`config.mk`:
```
export PLATFORM = sky130hd
export DESIGN_NAME = iolm_status_image
export DESIGN_NICKNAME = d
export VERILOG_FILES = /design/src/pkg/iolm_pkg.sv /design/src/iolm_status_image.sv
export SDC_FILE = /design/constraint.sdc
export NUM_CORES = 1
export LEC_CHECK = 0
export CAP_MARGIN = 20
export CORE_UTILIZATION = 61
export DETAILED_ROUTE_END_ITERATION = 7
export DONT_BUFFER_PORTS = 1
export HOLD_SLACK_MARGIN = 0.12
export PLACE_DENSITY = 0.77
export SYNTH_ARGS = -nofsm -noshare
export SYNTH_HDL_FRONTEND = slang
export SYNTH_HIERARCHICAL = 1
export SYNTH_SLANG_ARGS = --single-unit
```
`constraint.sdc`:
```
create_clock -name clock_i -period 5.1 [get_ports clock_i]
set_input_delay 0.51 -clock clock_i [delete_from_list [all_inputs] [get_ports clock_i]]
set_output_delay 0.51 -clock clock_i [all_outputs]
set_load 0.02 [all_outputs]
```
`src/pkg/iolm_pkg.sv`:
```
// Constants, codes and carriers of the sensor-link master input image
//
// Behaviour
// - Cyclic class carries process data and status; acyclic class is handled elsewhere.
// - By default the input image holds only the diagnostic and status entries.
// - A port's process data appears only after configuration and a reload.
// - Diagnostic entry is two bytes holding the event and comm-loss flags.
// - Status entry is four bytes, one status byte per port, in port order.
// - Each port's process data entry is zero to thirty-two bytes, as configured.
// - Process values of non-standard types pass as plain octet strings.
// - Event flag sets when any attached device reports an event.
// - Comm-loss flag sets when communication with any attached device is interrupted.
// - Status low nibble: 0 disabled, 1 digital in, 2 digital out, 3 operate.
// - Status bit value 8 flags invalid process data for that port.
// - Status high nibble: 1 watchdog, 2 internal error.
// - High nibble 3..7: device id, vendor id, version, frame, cycle-time mismatch.
// - High nibble 8 in length, 9 out length, A no device, B preop/storage.
package iolm_pkg;

    localparam int NPORT = 4;
    localparam int PD_MAX = 32;
    localparam int FIFO_DEPTH = 16;
    localparam int DIAG_BYTES = 2;
    localparam int STAT_BYTES = 4;

    // Positions inside the 16-bit diagnostic word, sent low byte first; PDI_BIT sits in the status byte
    localparam int EVT_BIT = 12;
    localparam int LOSS_BIT = 15;
    localparam int PDI_BIT = 3;

    localparam logic [15:0] DIAG_RESET = 16'h0000;
    localparam logic [5:0] CFG_LEN_RESET = 6'h00;

    // Port state codes, low nibble
    localparam logic [1:0] MODE_DISABLED = 2'h0;
    localparam logic [1:0] MODE_DIG_IN = 2'h1;
    localparam logic [1:0] MODE_DIG_OUT = 2'h2;
    localparam logic [1:0] MODE_OPERATE = 2'h3;

    // Error cause codes, high nibble
    localparam logic [3:0] ERR_NONE = 4'h0;
    localparam logic [3:0] ERR_WATCHDOG = 4'h1;
    localparam logic [3:0] ERR_INTERNAL = 4'h2;
    localparam logic [3:0] ERR_DEVICE_ID = 4'h3;
    localparam logic [3:0] ERR_VENDOR_ID = 4'h4;
    localparam logic [3:0] ERR_VERSION = 4'h5;
    localparam logic [3:0] ERR_FRAME_CAP = 4'h6;
    localparam logic [3:0] ERR_CYCLE_TIME = 4'h7;
    localparam logic [3:0] ERR_PD_IN_LEN = 4'h8;
    localparam logic [3:0] ERR_PD_OUT_LEN = 4'h9;
    localparam logic [3:0] ERR_NO_DEVICE = 4'ha;
    localparam logic [3:0] ERR_PREOP = 4'hb;

    typedef struct packed {
        logic [3:0] err;
        logic pd_invalid;
        logic [1:0] mode;
    } iolm_port_s;

    typedef struct packed {
        logic [7:0] data;
        logic first;
        logic last;
    } iolm_img_s;

    localparam int IMG_W = $bits(iolm_img_s);

endpackage

```
`src/iolm_status_image.sv`:
```
// Input image builder with its output FIFO
`timescale 1ns/10ps

////////////////////////////////////////////////////////////////////////////////
module iolm_fifo #(
    parameter int WIDTH = 10,
    parameter int DEPTH = 16
) (
    // Clock and reset
    input wire logic clock_i,
    input wire logic reset_n_i,
    // Fill side
    input wire logic in_valid_i,
    output logic in_ready_o,
    input wire logic [WIDTH-1:0] in_data_i,
    // Drain side
    output logic out_valid_o,
    input wire logic out_ready_i,
    output logic [WIDTH-1:0] out_data_o
);
    localparam int AW = $clog2(DEPTH);

    // Refused at elaboration: the pointer wrap bit needs a power-of-two depth
    if (DEPTH < 2 || (1 << AW) != DEPTH)
    begin
        $error("fifo depth must be a power of two of at least 2");
    end

    logic [WIDTH-1:0] mem [DEPTH];
    logic [AW:0] wr_ptr;
    logic [AW:0] rd_ptr;
    logic push;
    logic pop;

    assign in_ready_o = (wr_ptr ^ rd_ptr) != {1'b1, {AW{1'b0}}};
    assign out_valid_o = wr_ptr != rd_ptr;
    assign push = in_valid_i && in_ready_o;
    assign pop = out_valid_o && out_ready_i;
    assign out_data_o = mem[rd_ptr[AW-1:0]];

    always_ff @(posedge clock_i)
    begin
        if (push)
            mem[wr_ptr[AW-1:0]] <= in_data_i;
    end

    always_ff @(posedge clock_i or negedge reset_n_i)
    begin
        if (!reset_n_i)
        begin
            wr_ptr <= '0;
            rd_ptr <= '0;
        end
        else
        begin
            if (push)
                wr_ptr <= wr_ptr + 1'b1;
            if (pop)
                rd_ptr <= rd_ptr + 1'b1;
        end
    end
endmodule

////////////////////////////////////////////////////////////////////////////////
module iolm_status_image
    import iolm_pkg::*;
#(
    parameter int NUM_PORTS = 4,
    parameter int PD_BYTES = 32,
    parameter int DEPTH = 16
) (
    // Clock and reset
    input wire logic clock_i,
    input wire logic reset_n_i,
    // Cycle and configuration control
    input wire logic cycle_start_i,
    input wire logic reload_i,
    input wire logic [NUM_PORTS-1:0] cfg_used_i,
    input wire logic [NUM_PORTS-1:0][5:0] cfg_len_i,
    output logic busy_o,
    // Port-side state, same clock
    input wire iolm_pkg::iolm_port_s [NUM_PORTS-1:0] port_i,
    input wire logic [NUM_PORTS-1:0] event_i,
    input wire logic [NUM_PORTS-1:0] comm_lost_i,
    input wire logic event_ack_i,
    // Process data fetch, answered in the same cycle
    output logic [1:0] pd_port_o,
    output logic [4:0] pd_index_o,
    input wire logic [7:0] pd_data_i,
    // Image stream towards the input sync channel
    output logic img_valid_o,
    input wire logic img_ready_i,
    output iolm_pkg::iolm_img_s img_o,
    // Flags
    output logic event_flag_o,
    output logic comm_loss_flag_o
);
    import iolm_pkg::*;

    if (NUM_PORTS != NPORT || PD_BYTES != PD_MAX)
    begin
        $error("port count and data size are fixed by the image layout");
    end
    if (DEPTH != FIFO_DEPTH)
    begin
        $error("fifo depth must be 16");
    end

    typedef enum logic [3:0] {
        ST_IDLE = 4'b0001,
        ST_DIAG = 4'b0010,
        ST_STAT = 4'b0100,
        ST_PD = 4'b1000
    } iolm_state_e;

    iolm_state_e state;
    logic [NPORT-1:0][5:0] pd_len;
    logic [15:0] shot_diag;
    logic [NPORT-1:0][7:0] shot_stat;
    logic [5:0] byte_cnt;
    logic [2:0] port_sel;
    logic fifo_ready;
    logic push;
    iolm_img_s push_data;
    logic is_last;
    logic [2:0] first_pd;
    logic [2:0] after_pd;

    ////////////////////////////////////////////////////////////////////////////
    // Configuration is only taken on reload, so a port edited mid-run
    // keeps its old image length until the next reload
    always_ff @(posedge clock_i or negedge reset_n_i)
    begin
        if (!reset_n_i)
            pd_len <= {NPORT{CFG_LEN_RESET}};
        else if (reload_i)
        begin
            for (int p = 0; p < NPORT; p++)
            begin
                if (!cfg_used_i[p])
                    pd_len[p] <= '0;
                else if (cfg_len_i[p] > 6'(PD_MAX))
                    pd_len[p] <= 6'(PD_MAX);
                else
                    pd_len[p] <= cfg_len_i[p];
            end
        end
    end

    ////////////////////////////////////////////////////////////////////////////
    // Event flag holds until acknowledged; a new event beats the ack
    always_ff @(posedge clock_i or negedge reset_n_i)
    begin
        if (!reset_n_i)
            event_flag_o <= 1'b0;
        else if (|event_i)
            event_flag_o <= 1'b1;
        else if (event_ack_i)
            event_flag_o <= 1'b0;
    end

    always_ff @(posedge clock_i or negedge reset_n_i)
    begin
        if (!reset_n_i)
            comm_loss_flag_o <= 1'b0;
        else
            comm_loss_flag_o <= |comm_lost_i;
    end

    ////////////////////////////////////////////////////////////////////////////
    // Diagnostic and status snapshot taken once per cycle; process data bytes are fetched live while the image is built
    always_ff @(posedge clock_i or negedge reset_n_i)
    begin
        if (!reset_n_i)
        begin
            shot_diag <= DIAG_RESET;
            shot_stat <= '0;
        end
        else if (state == ST_IDLE && cycle_start_i)
        begin
            shot_diag <= DIAG_RESET;
            shot_diag[EVT_BIT] <= event_flag_o;
            shot_diag[LOSS_BIT] <= comm_loss_flag_o;
            for (int p = 0; p < NPORT; p++)
            begin
                shot_stat[p][7:4] <= port_i[p].err;
                shot_stat[p][PDI_BIT] <= port_i[p].pd_invalid;
                shot_stat[p][2] <= 1'b0;
                shot_stat[p][1:0] <= port_i[p].mode;
            end
        end
    end

    ////////////////////////////////////////////////////////////////////////////
    // Next port with a non-empty data entry, NPORT if none
    function automatic logic [2:0] next_port(input logic [2:0] from,
                                             input logic [NPORT-1:0][5:0] len);
        logic [2:0] r;
        r = 3'(NPORT);
        for (int p = NPORT - 1; p >= 0; p--)
        begin
            if (3'(p) >= from && len[p] != '0)
                r = 3'(p);
        end
        return r;
    endfunction

    assign first_pd = next_port(3'h0, pd_len);
    assign after_pd = next_port(port_sel + 3'h1, pd_len);

    ////////////////////////////////////////////////////////////////////////////
    // Byte selection; data bytes pass untouched as an octet string
    always_comb
    begin
        push_data = '0;
        is_last = 1'b0;
        unique case (state)
            ST_IDLE:
            begin
                push_data = '0;
            end
            ST_DIAG:
            begin
                push_data.data = byte_cnt[0] ? shot_diag[15:8] : shot_diag[7:0];
                push_data.first = byte_cnt == '0;
            end
            ST_STAT:
            begin
                push_data.data = shot_stat[byte_cnt[1:0]];
                is_last = byte_cnt == 6'(STAT_BYTES - 1) && first_pd == 3'(NPORT);
            end
            ST_PD:
            begin
                push_data.data = pd_data_i;
                is_last = byte_cnt == pd_len[port_sel[1:0]] - 6'h1
                    && after_pd == 3'(NPORT);
            end
        endcase
        push_data.last = is_last;
    end

    assign push = state != ST_IDLE;
    assign busy_o = state != ST_IDLE;
    assign pd_port_o = port_sel[1:0];
    assign pd_index_o = byte_cnt[4:0];

    ////////////////////////////////////////////////////////////////////////////
    // Sequencer: stalls while the FIFO is full
    always_ff @(posedge clock_i or negedge reset_n_i)
    begin
        if (!reset_n_i)
        begin
            state <= ST_IDLE;
            byte_cnt <= '0;
            port_sel <= '0;
        end
        else
        begin
            unique case (state)
                ST_IDLE:
                begin
                    byte_cnt <= '0;
                    port_sel <= '0;
                    if (cycle_start_i)
                        state <= ST_DIAG;
                end
                ST_DIAG:
                begin
                    if (fifo_ready)
                    begin
                        byte_cnt <= byte_cnt + 6'h1;
                        if (byte_cnt == 6'(DIAG_BYTES - 1))
                        begin
                            byte_cnt <= '0;
                            state <= ST_STAT;
                        end
                    end
                end
                ST_STAT:
                begin
                    if (fifo_ready)
                    begin
                        byte_cnt <= byte_cnt + 6'h1;
                        if (byte_cnt == 6'(STAT_BYTES - 1))
                        begin
                            byte_cnt <= '0;
                            port_sel <= first_pd;
                            state <= is_last ? ST_IDLE : ST_PD;
                        end
                    end
                end
                ST_PD:
                begin
                    if (fifo_ready)
                    begin
                        byte_cnt <= byte_cnt + 6'h1;
                        if (byte_cnt == pd_len[port_sel[1:0]] - 6'h1)
                        begin
                            byte_cnt <= '0;
                            port_sel <= after_pd;
                            if (is_last)
                                state <= ST_IDLE;
                        end
                    end
                end
            endcase
        end
    end

    ////////////////////////////////////////////////////////////////////////////
    iolm_fifo #(
        .WIDTH(IMG_W),
        .DEPTH(DEPTH)
    ) u_fifo (
        .clock_i(clock_i),
        .reset_n_i(reset_n_i),
        .in_valid_i(push),
        .in_ready_o(fifo_ready),
        .in_data_i(push_data),
        .out_valid_o(img_valid_o),
        .out_ready_i(img_ready_i),
        .out_data_o(img_o)
    );
endmodule

```
# --- Word level (Yosys, flattened, before mapping) ---
# Memory sizes are Yosys's and may differ from the RTL's.
# Cells that the tools add are included.
op_classes:
  n_addsub: 5
  magnitude_cmp: 10
  eq_ne: 20
  n_mux: 50
  bitwise_logic: 1
  reduce_logical: 21
op_table:
  columns: ["cell", "count"]
  rows:
  - ["6-bit 2-to-1 mux", 15]
  - ["3-bit 2-to-1 mux", 12]
  - ["4-bit 2-to-1 mux", 9]
  - ["8-bit one-hot mux with 4 select lines", 1]
  - ["6-bit greater-than comparator (second input constant)", 4]
  - ["6-bit one-hot mux with 4 select lines", 1]
  - ["6-bit nonzero test", 4]
  - ["8-bit binary-select mux with 2-bit select", 1]
  - ["8-bit 2-to-1 mux", 2]
  - ["4-bit one-hot mux with 4 select lines", 1]
  - ["6-bit binary-select mux with 2-bit select", 1]
  - ["5-bit by 1-bit adder with 5-bit output (second input constant)", 2]
  - ["2-bit != test (second input constant)", 5]
  - ["1-bit logical AND", 9]
  - ["3-bit one-hot mux with 3 select lines", 1]
  - ["8-bit AND reduction", 1]
  - ["4-bit OR reduction", 2]
  - ["6-bit by 1-bit adder with 6-bit output (second input constant)", 1]
  - ["3-bit == test (second input constant)", 2]
  - ["6-bit by 1-bit == test with 1-bit output (second input constant)", 1]
  - ["6-bit by 2-bit == test with 1-bit output (second input constant)", 1]
  - ["6-bit == test", 1]
  - ["1-bit by 3-bit greater-or-equal comparator with 1-bit output (first input constant)", 2]
  - ["2-bit by 3-bit greater-or-equal comparator with 1-bit output (first input constant)", 2]
  - ["other kinds (19)", 26]
totals:
  regBits: 79
  mem_bits_rw: 160
  input_bits: 78
  wordCells: 124
  memories: 1
mem_list:
  columns: ["memory", "depth", "word_bits", "read_ports", "rd_clocked_by_memory_dff", "wr", "line_no", "rtl"]
  rows:
  - ["u_fifo.mem", 16, 10, 1, 0, 1, "iolm_status_image.sv:29", "logic [WIDTH-1:0] mem [DEPTH];"]

# --- Depth between registers and ports, before layout ---
depth:
  depth_word: 14
  mapped_depth: 11
  mapped_depth_nobuf: 10

# --- By module ---
# The synthesis kept the hierarchy.
modules_own_cells:
  columns: ["module", "instances", "cells_per_inst", "area_per_inst_um2"]
  rows:
  - ["iolm_fifo", 1, 365, 6861.6]
  - ["iolm_status_image", 1, 346, 3756.1]

# --- Worst setup path before layout ---
# Ideal clock, no wire load.
synth_timing:
  path_kind: "flip-flop to flip-flop"
  start: "register port_sel[0]"
  end: "register state[1]"
  arrival_time_ps: 2928
  path_slack_ps: 2047
  stages_incl_launch_ff: 12
  path_buffers: 1
  synth_period_minus_slack_ps: 3053
  cell_sequence: "dfrtp_1 buf_6 mux4_2 inv_1 ha_1 xor2_1 xnor2_1 nand3_1 nor4_4 a32oi_2 a2111oi_4 mux2_4"
synth_via:
  elab_chain_len: 12
  word_cells_on_any_way: 23
  cone_classes: "add/sub (2); order compare (4); eq/ne (4); mux (7); reduce/logical (6)"
synth_rtl:
  columns: ["item", "line_no", "rtl"]
  rows:
  - ["start, declared", "iolm_status_image.sv:121", "logic [2:0] port_sel;"]
  - ["start signal, assigned", "iolm_status_image.sv:287", "port_sel <= first_pd;"]
  - ["start signal, assigned", "iolm_status_image.sv:300", "port_sel <= after_pd;"]
  - ["3-bit by 1-bit adder with 3-bit output", "iolm_status_image.sv:209", "assign after_pd = next_port(port_sel + 3'h1, pd_len);"]
  - ["2-bit by 3-bit greater-or-equal comparator with 1-bit output", "iolm_status_image.sv:202", "if (3'(p) >= from && len[p] != '0)"]
  - ["1-bit logical AND", "iolm_status_image.sv:202", null]
  - ["3-bit 2-to-1 mux (4 in series)", "iolm_status_image.sv:202", null]
  - ["3-bit == test", "iolm_status_image.sv:236", "&& after_pd == 3'(NPORT);"]
  - ["1-bit logical AND", "iolm_status_image.sv:236", null]
  - ["1-bit one-hot mux with 2 select lines", "iolm_status_image.sv:217", "unique case (state)"]
  - ["2-bit != test (no line)", null, null]
  - ["8-bit AND reduction (no line) *", null, null]
  - ["end signal, assigned", "iolm_status_image.sv:288", "state <= is_last ? ST_IDLE : ST_PD;"]
  - ["end, declared", "iolm_status_image.sv:116", "iolm_state_e state;"]
# Mark *: on every way between the ends. The rest lies on a longest branch, timed or not. The select of a mux whose other input is x is not followed.
# A chain may end at the register's enable or synchronous reset.

# --- Final worst setup path ---
# Ends and elaborated chain as after synthesis.

==> results.json <==
{
  "maxCapViolations": 0,
  "wl_per_cell_um": 22.9,
  "endpoint_kind": "register",
  "grt.overflow.total": 0,
  "htree_levels": 1,
  "p_comb_share_pct": 30.3,
  "cts_tree": "yes",
  "slew_viol_final": 0,
  "dieWidth_um": 134,
  "internal_power_uw": 4370,
  "multi_input_area_um2": 3450,
  "p_sw_uw": 2270,
  "seqCellArea_um2": 6790,
  "worstPathRequired_ns": 5.50,
  "setup_tns_ns": 0,
  "synth_area_per_cell_um2": 14.9,
  "wl_um": 21900,
  "grt_pass1_vias": 6397,
  "synthArstFlopShare_pct": 33.1,
  "holdWs_ns": 0.133,
  "ys_seq_area_share_pct": 63.9,
  "post-dp-hpwl_um": 14300,
  "crit_arrival_ns": 4.04,
  "die-area_um2": 17900,
  "num_vias": 6100,
  "worst_slew_pin_slew_ns": 1.17,
  "port-buffer-count": 0,
  "place_inst": 900,
  "synth_top_area_share_pct": 45.3,
  "core_area_um2": 16800,
  "drcViolationCount": 0,
  "die_y_um": 134,
  "layout-drive-gt1-share_pct": 18.2,
  "rsz0062_at_grt": "no",
  "clkPwrFrac_pct": 27.1,
  "clock_skew_ns": 0.0123,
  "power.total_uw": 6640,
  "insertion_delay_ns": 0.52,
  "via_per_inst": 6.38,
  "grt_max_degree": 80,
  "area_delta_synth_final_pct": 10.1,
  "cts_buffers": 24,
  "track_usage_pct": 25.8,
  "cp-start-kind": "register",
  "grt_antenna_before_repair": 0,
  "drtIter0Drc": 430,
  "synth_commonest_cells": "160 x edfxtp_1, 78 x dfrtp_1, 54 x nand2_1",
  "ant_nets": 0,
  "postCtsSetupBuffers": 0,
  "floorplan.rows": 47,
  "synth_cell_type_count": 61,
  "p_leak_uw": 0.00447,
  "cts_root_buf": "clkbuf_16",
  "crit_type": "register to register",
  "max_freq_mhz": 275,
  "peakVddDrop_mv": 0.377,
  "fill_cells": 1089,
  "synth_seq_cells": 239,
  "sw_frac_of_total_pct": 34.2,
  "cellPowerDensity_nw_per_um2": 568,
  "final_cells": 956,
  "synthFlopType": "edfxtp_1",
  "place.gp.congestion": 0.888,
  "critPathMaxFanout": 14,
  "slew-limit-headroom_pct": 21.4,
  "seqPwrFrac_pct": 42.6,
  "setup_viol": 0,
  "synth_area_leaders": "edfxtp_1 45%, dfrtp_1 18%, mux4_2 6.8%",
  "antenna_cells": 0,
  "synth_most_common_cell": "edfxtp_1",
  "io_pins": 99,
  "synthCells": 711,
  "ys_warn_count": 6,
  "nets": 808,
  "fin_crit_ns": 3.64,
  "min_period_over_period_pct": 71.3,
  "outcome": "completed",
  "first_pass_iters": 5,
  "clk_pin_slew_ns": 0.06,
  "cts_num_sinks": 239,
  "start_util_pct": 63.4,
  "synth_top_area_cell": "edfxtp_1",
  "holdCritPathClass": "input pin to register",
  "synth.cell_area_um2": 10600,
  "syn_nets": 801,
  "cts_buffer_depth": 3,
  "synth_edf_count": 160,
  "grt_first_pass_wirelength_um": 35300,
  "finalHoldViolCount": 0
}
-- worst max-delay path, cell delays in order (launching register included) --
cell	delay (ns)
dfrtp_1	0.82
mux4_2	0.66
inv_1	0.09
ha_1	0.18
xor2_1	0.19
xnor2_1	0.14
nand3_1	0.13
nor4_4	0.26
a32oi_2	0.15
a2111oi_4	0.56
mux2_4	0.34
-- power groups by stage --
stage               clock, µW  combinational, µW  sequential (µW)
floorplan                   0               1780             2610
global placement            0               1890             2840
detailed placement          0               1960             2870
CTS                      1820               1990             2840
global route             1900               2180             2880
finish                   1800               2010             2830
-- worst paths after layout --
check | startpoint | end | slack [ns] | depth (start not counted)
setup / recovery | port_sel[0] | state[1] | 1.46 | 10
min in group asynchronous | reset_n_i | pd_len[5] | 0.54 | 2
hold / removal | event_i[2] | event_flag_o | 0.13 | 2
hold reg to reg | shot_diag[12] | shot_diag[12] | 0.49 | 2
max in group asynchronous | reset_n_i | u_fifo/rd_ptr[0] | 4.19 | 2
setup reg to reg | port_sel[0] | state[1] | 1.46 | 10
-- kinds of logic after synthesis --
logic type / share of synthesized area [%]
flops: 63.9
simple gates: 5.96
compound gates: 7.97
mux: 14.8
buf+inv: 3.75
xor+xnor: 2.26
fa+ha+maj: 1.41
-- state kept, by name, summed over array words and instances (netlist names) --
signal,flops
port_sel,3
shot_diag,2
event_flag_o,1
byte_cnt,6
pd_len,24
state,4
u_fifo/rd_ptr,5
comm_loss_flag_o,1
u_fifo/wr_ptr,5
u_fifo/mem,160
shot_stat,28
-- repair_timing --
item,in CTS,in global routing
hold endpoints to repair,105,0
hold buffers,8,0
gates resized for setup,0,0
-- stage by stage --
step / setup slack [ns] / utilization, % / cell area, µm²
6_report: 1.46 / 69.7 / 11700
5_1_grt: 1.22 / 69.7 / 11700
2_1_floorplan: 2.05 / - / 10600
4_1_cts: 1.44 / 69.5 / 11700
3_5_place_dp: 1.48 / 64.1 / 10700
3_3_place_gp: 1.64 / 64.1 / 10700
-- cells in the final DEF, fill, tap and decap left out, types with 7 or more instances in the layout --
master,netlist,final
edfxtp_1,160,160
dfrtp_1,78,77
nand2_1,54,54
mux2i_1,43,43
inv_1,37,37
mux4_2,32,32
mux2_2,29,29
nor2_1,25,25
o21ai_0,25,25
clkbuf_16,0,25
o22ai_1,21,21
a221oi_1,20,20
xnor2_1,14,14
nand3_1,12,12
ha_1,12,12
buf_4,11,11
a22oi_1,10,10
a21oi_1,9,9
nor3_1,7,7
nand2b_1,7,7
dlygate4sd3_1,0,7
-- metal layers --
layer / routed length [µm] / global-route usage [%] / share of wire [%] / vias to the layer above
met3: 1440 / 4.35 / 6.6 / 45
met1: 8470 / 32.9 / 39 / 3060
met4: 605 / 8.90 / 2.8 / 0
li1: - / - / - / 2743
met2: 11400 / 45.0 / 52 / 252
met5: 0 / 0 / 0 / -
-- final cells by class --
class                   instances  area share (%)
clock inverters                11            1.08
well taps                     220            2.35
clock buffers                  33            5.95
inverters                      39            1.25
flip-flops and latches        239            58.1
multi-input cells             392            29.5
repair buffers                 22            1.78
No activity file was read; power rests on OpenSTA's default activity.
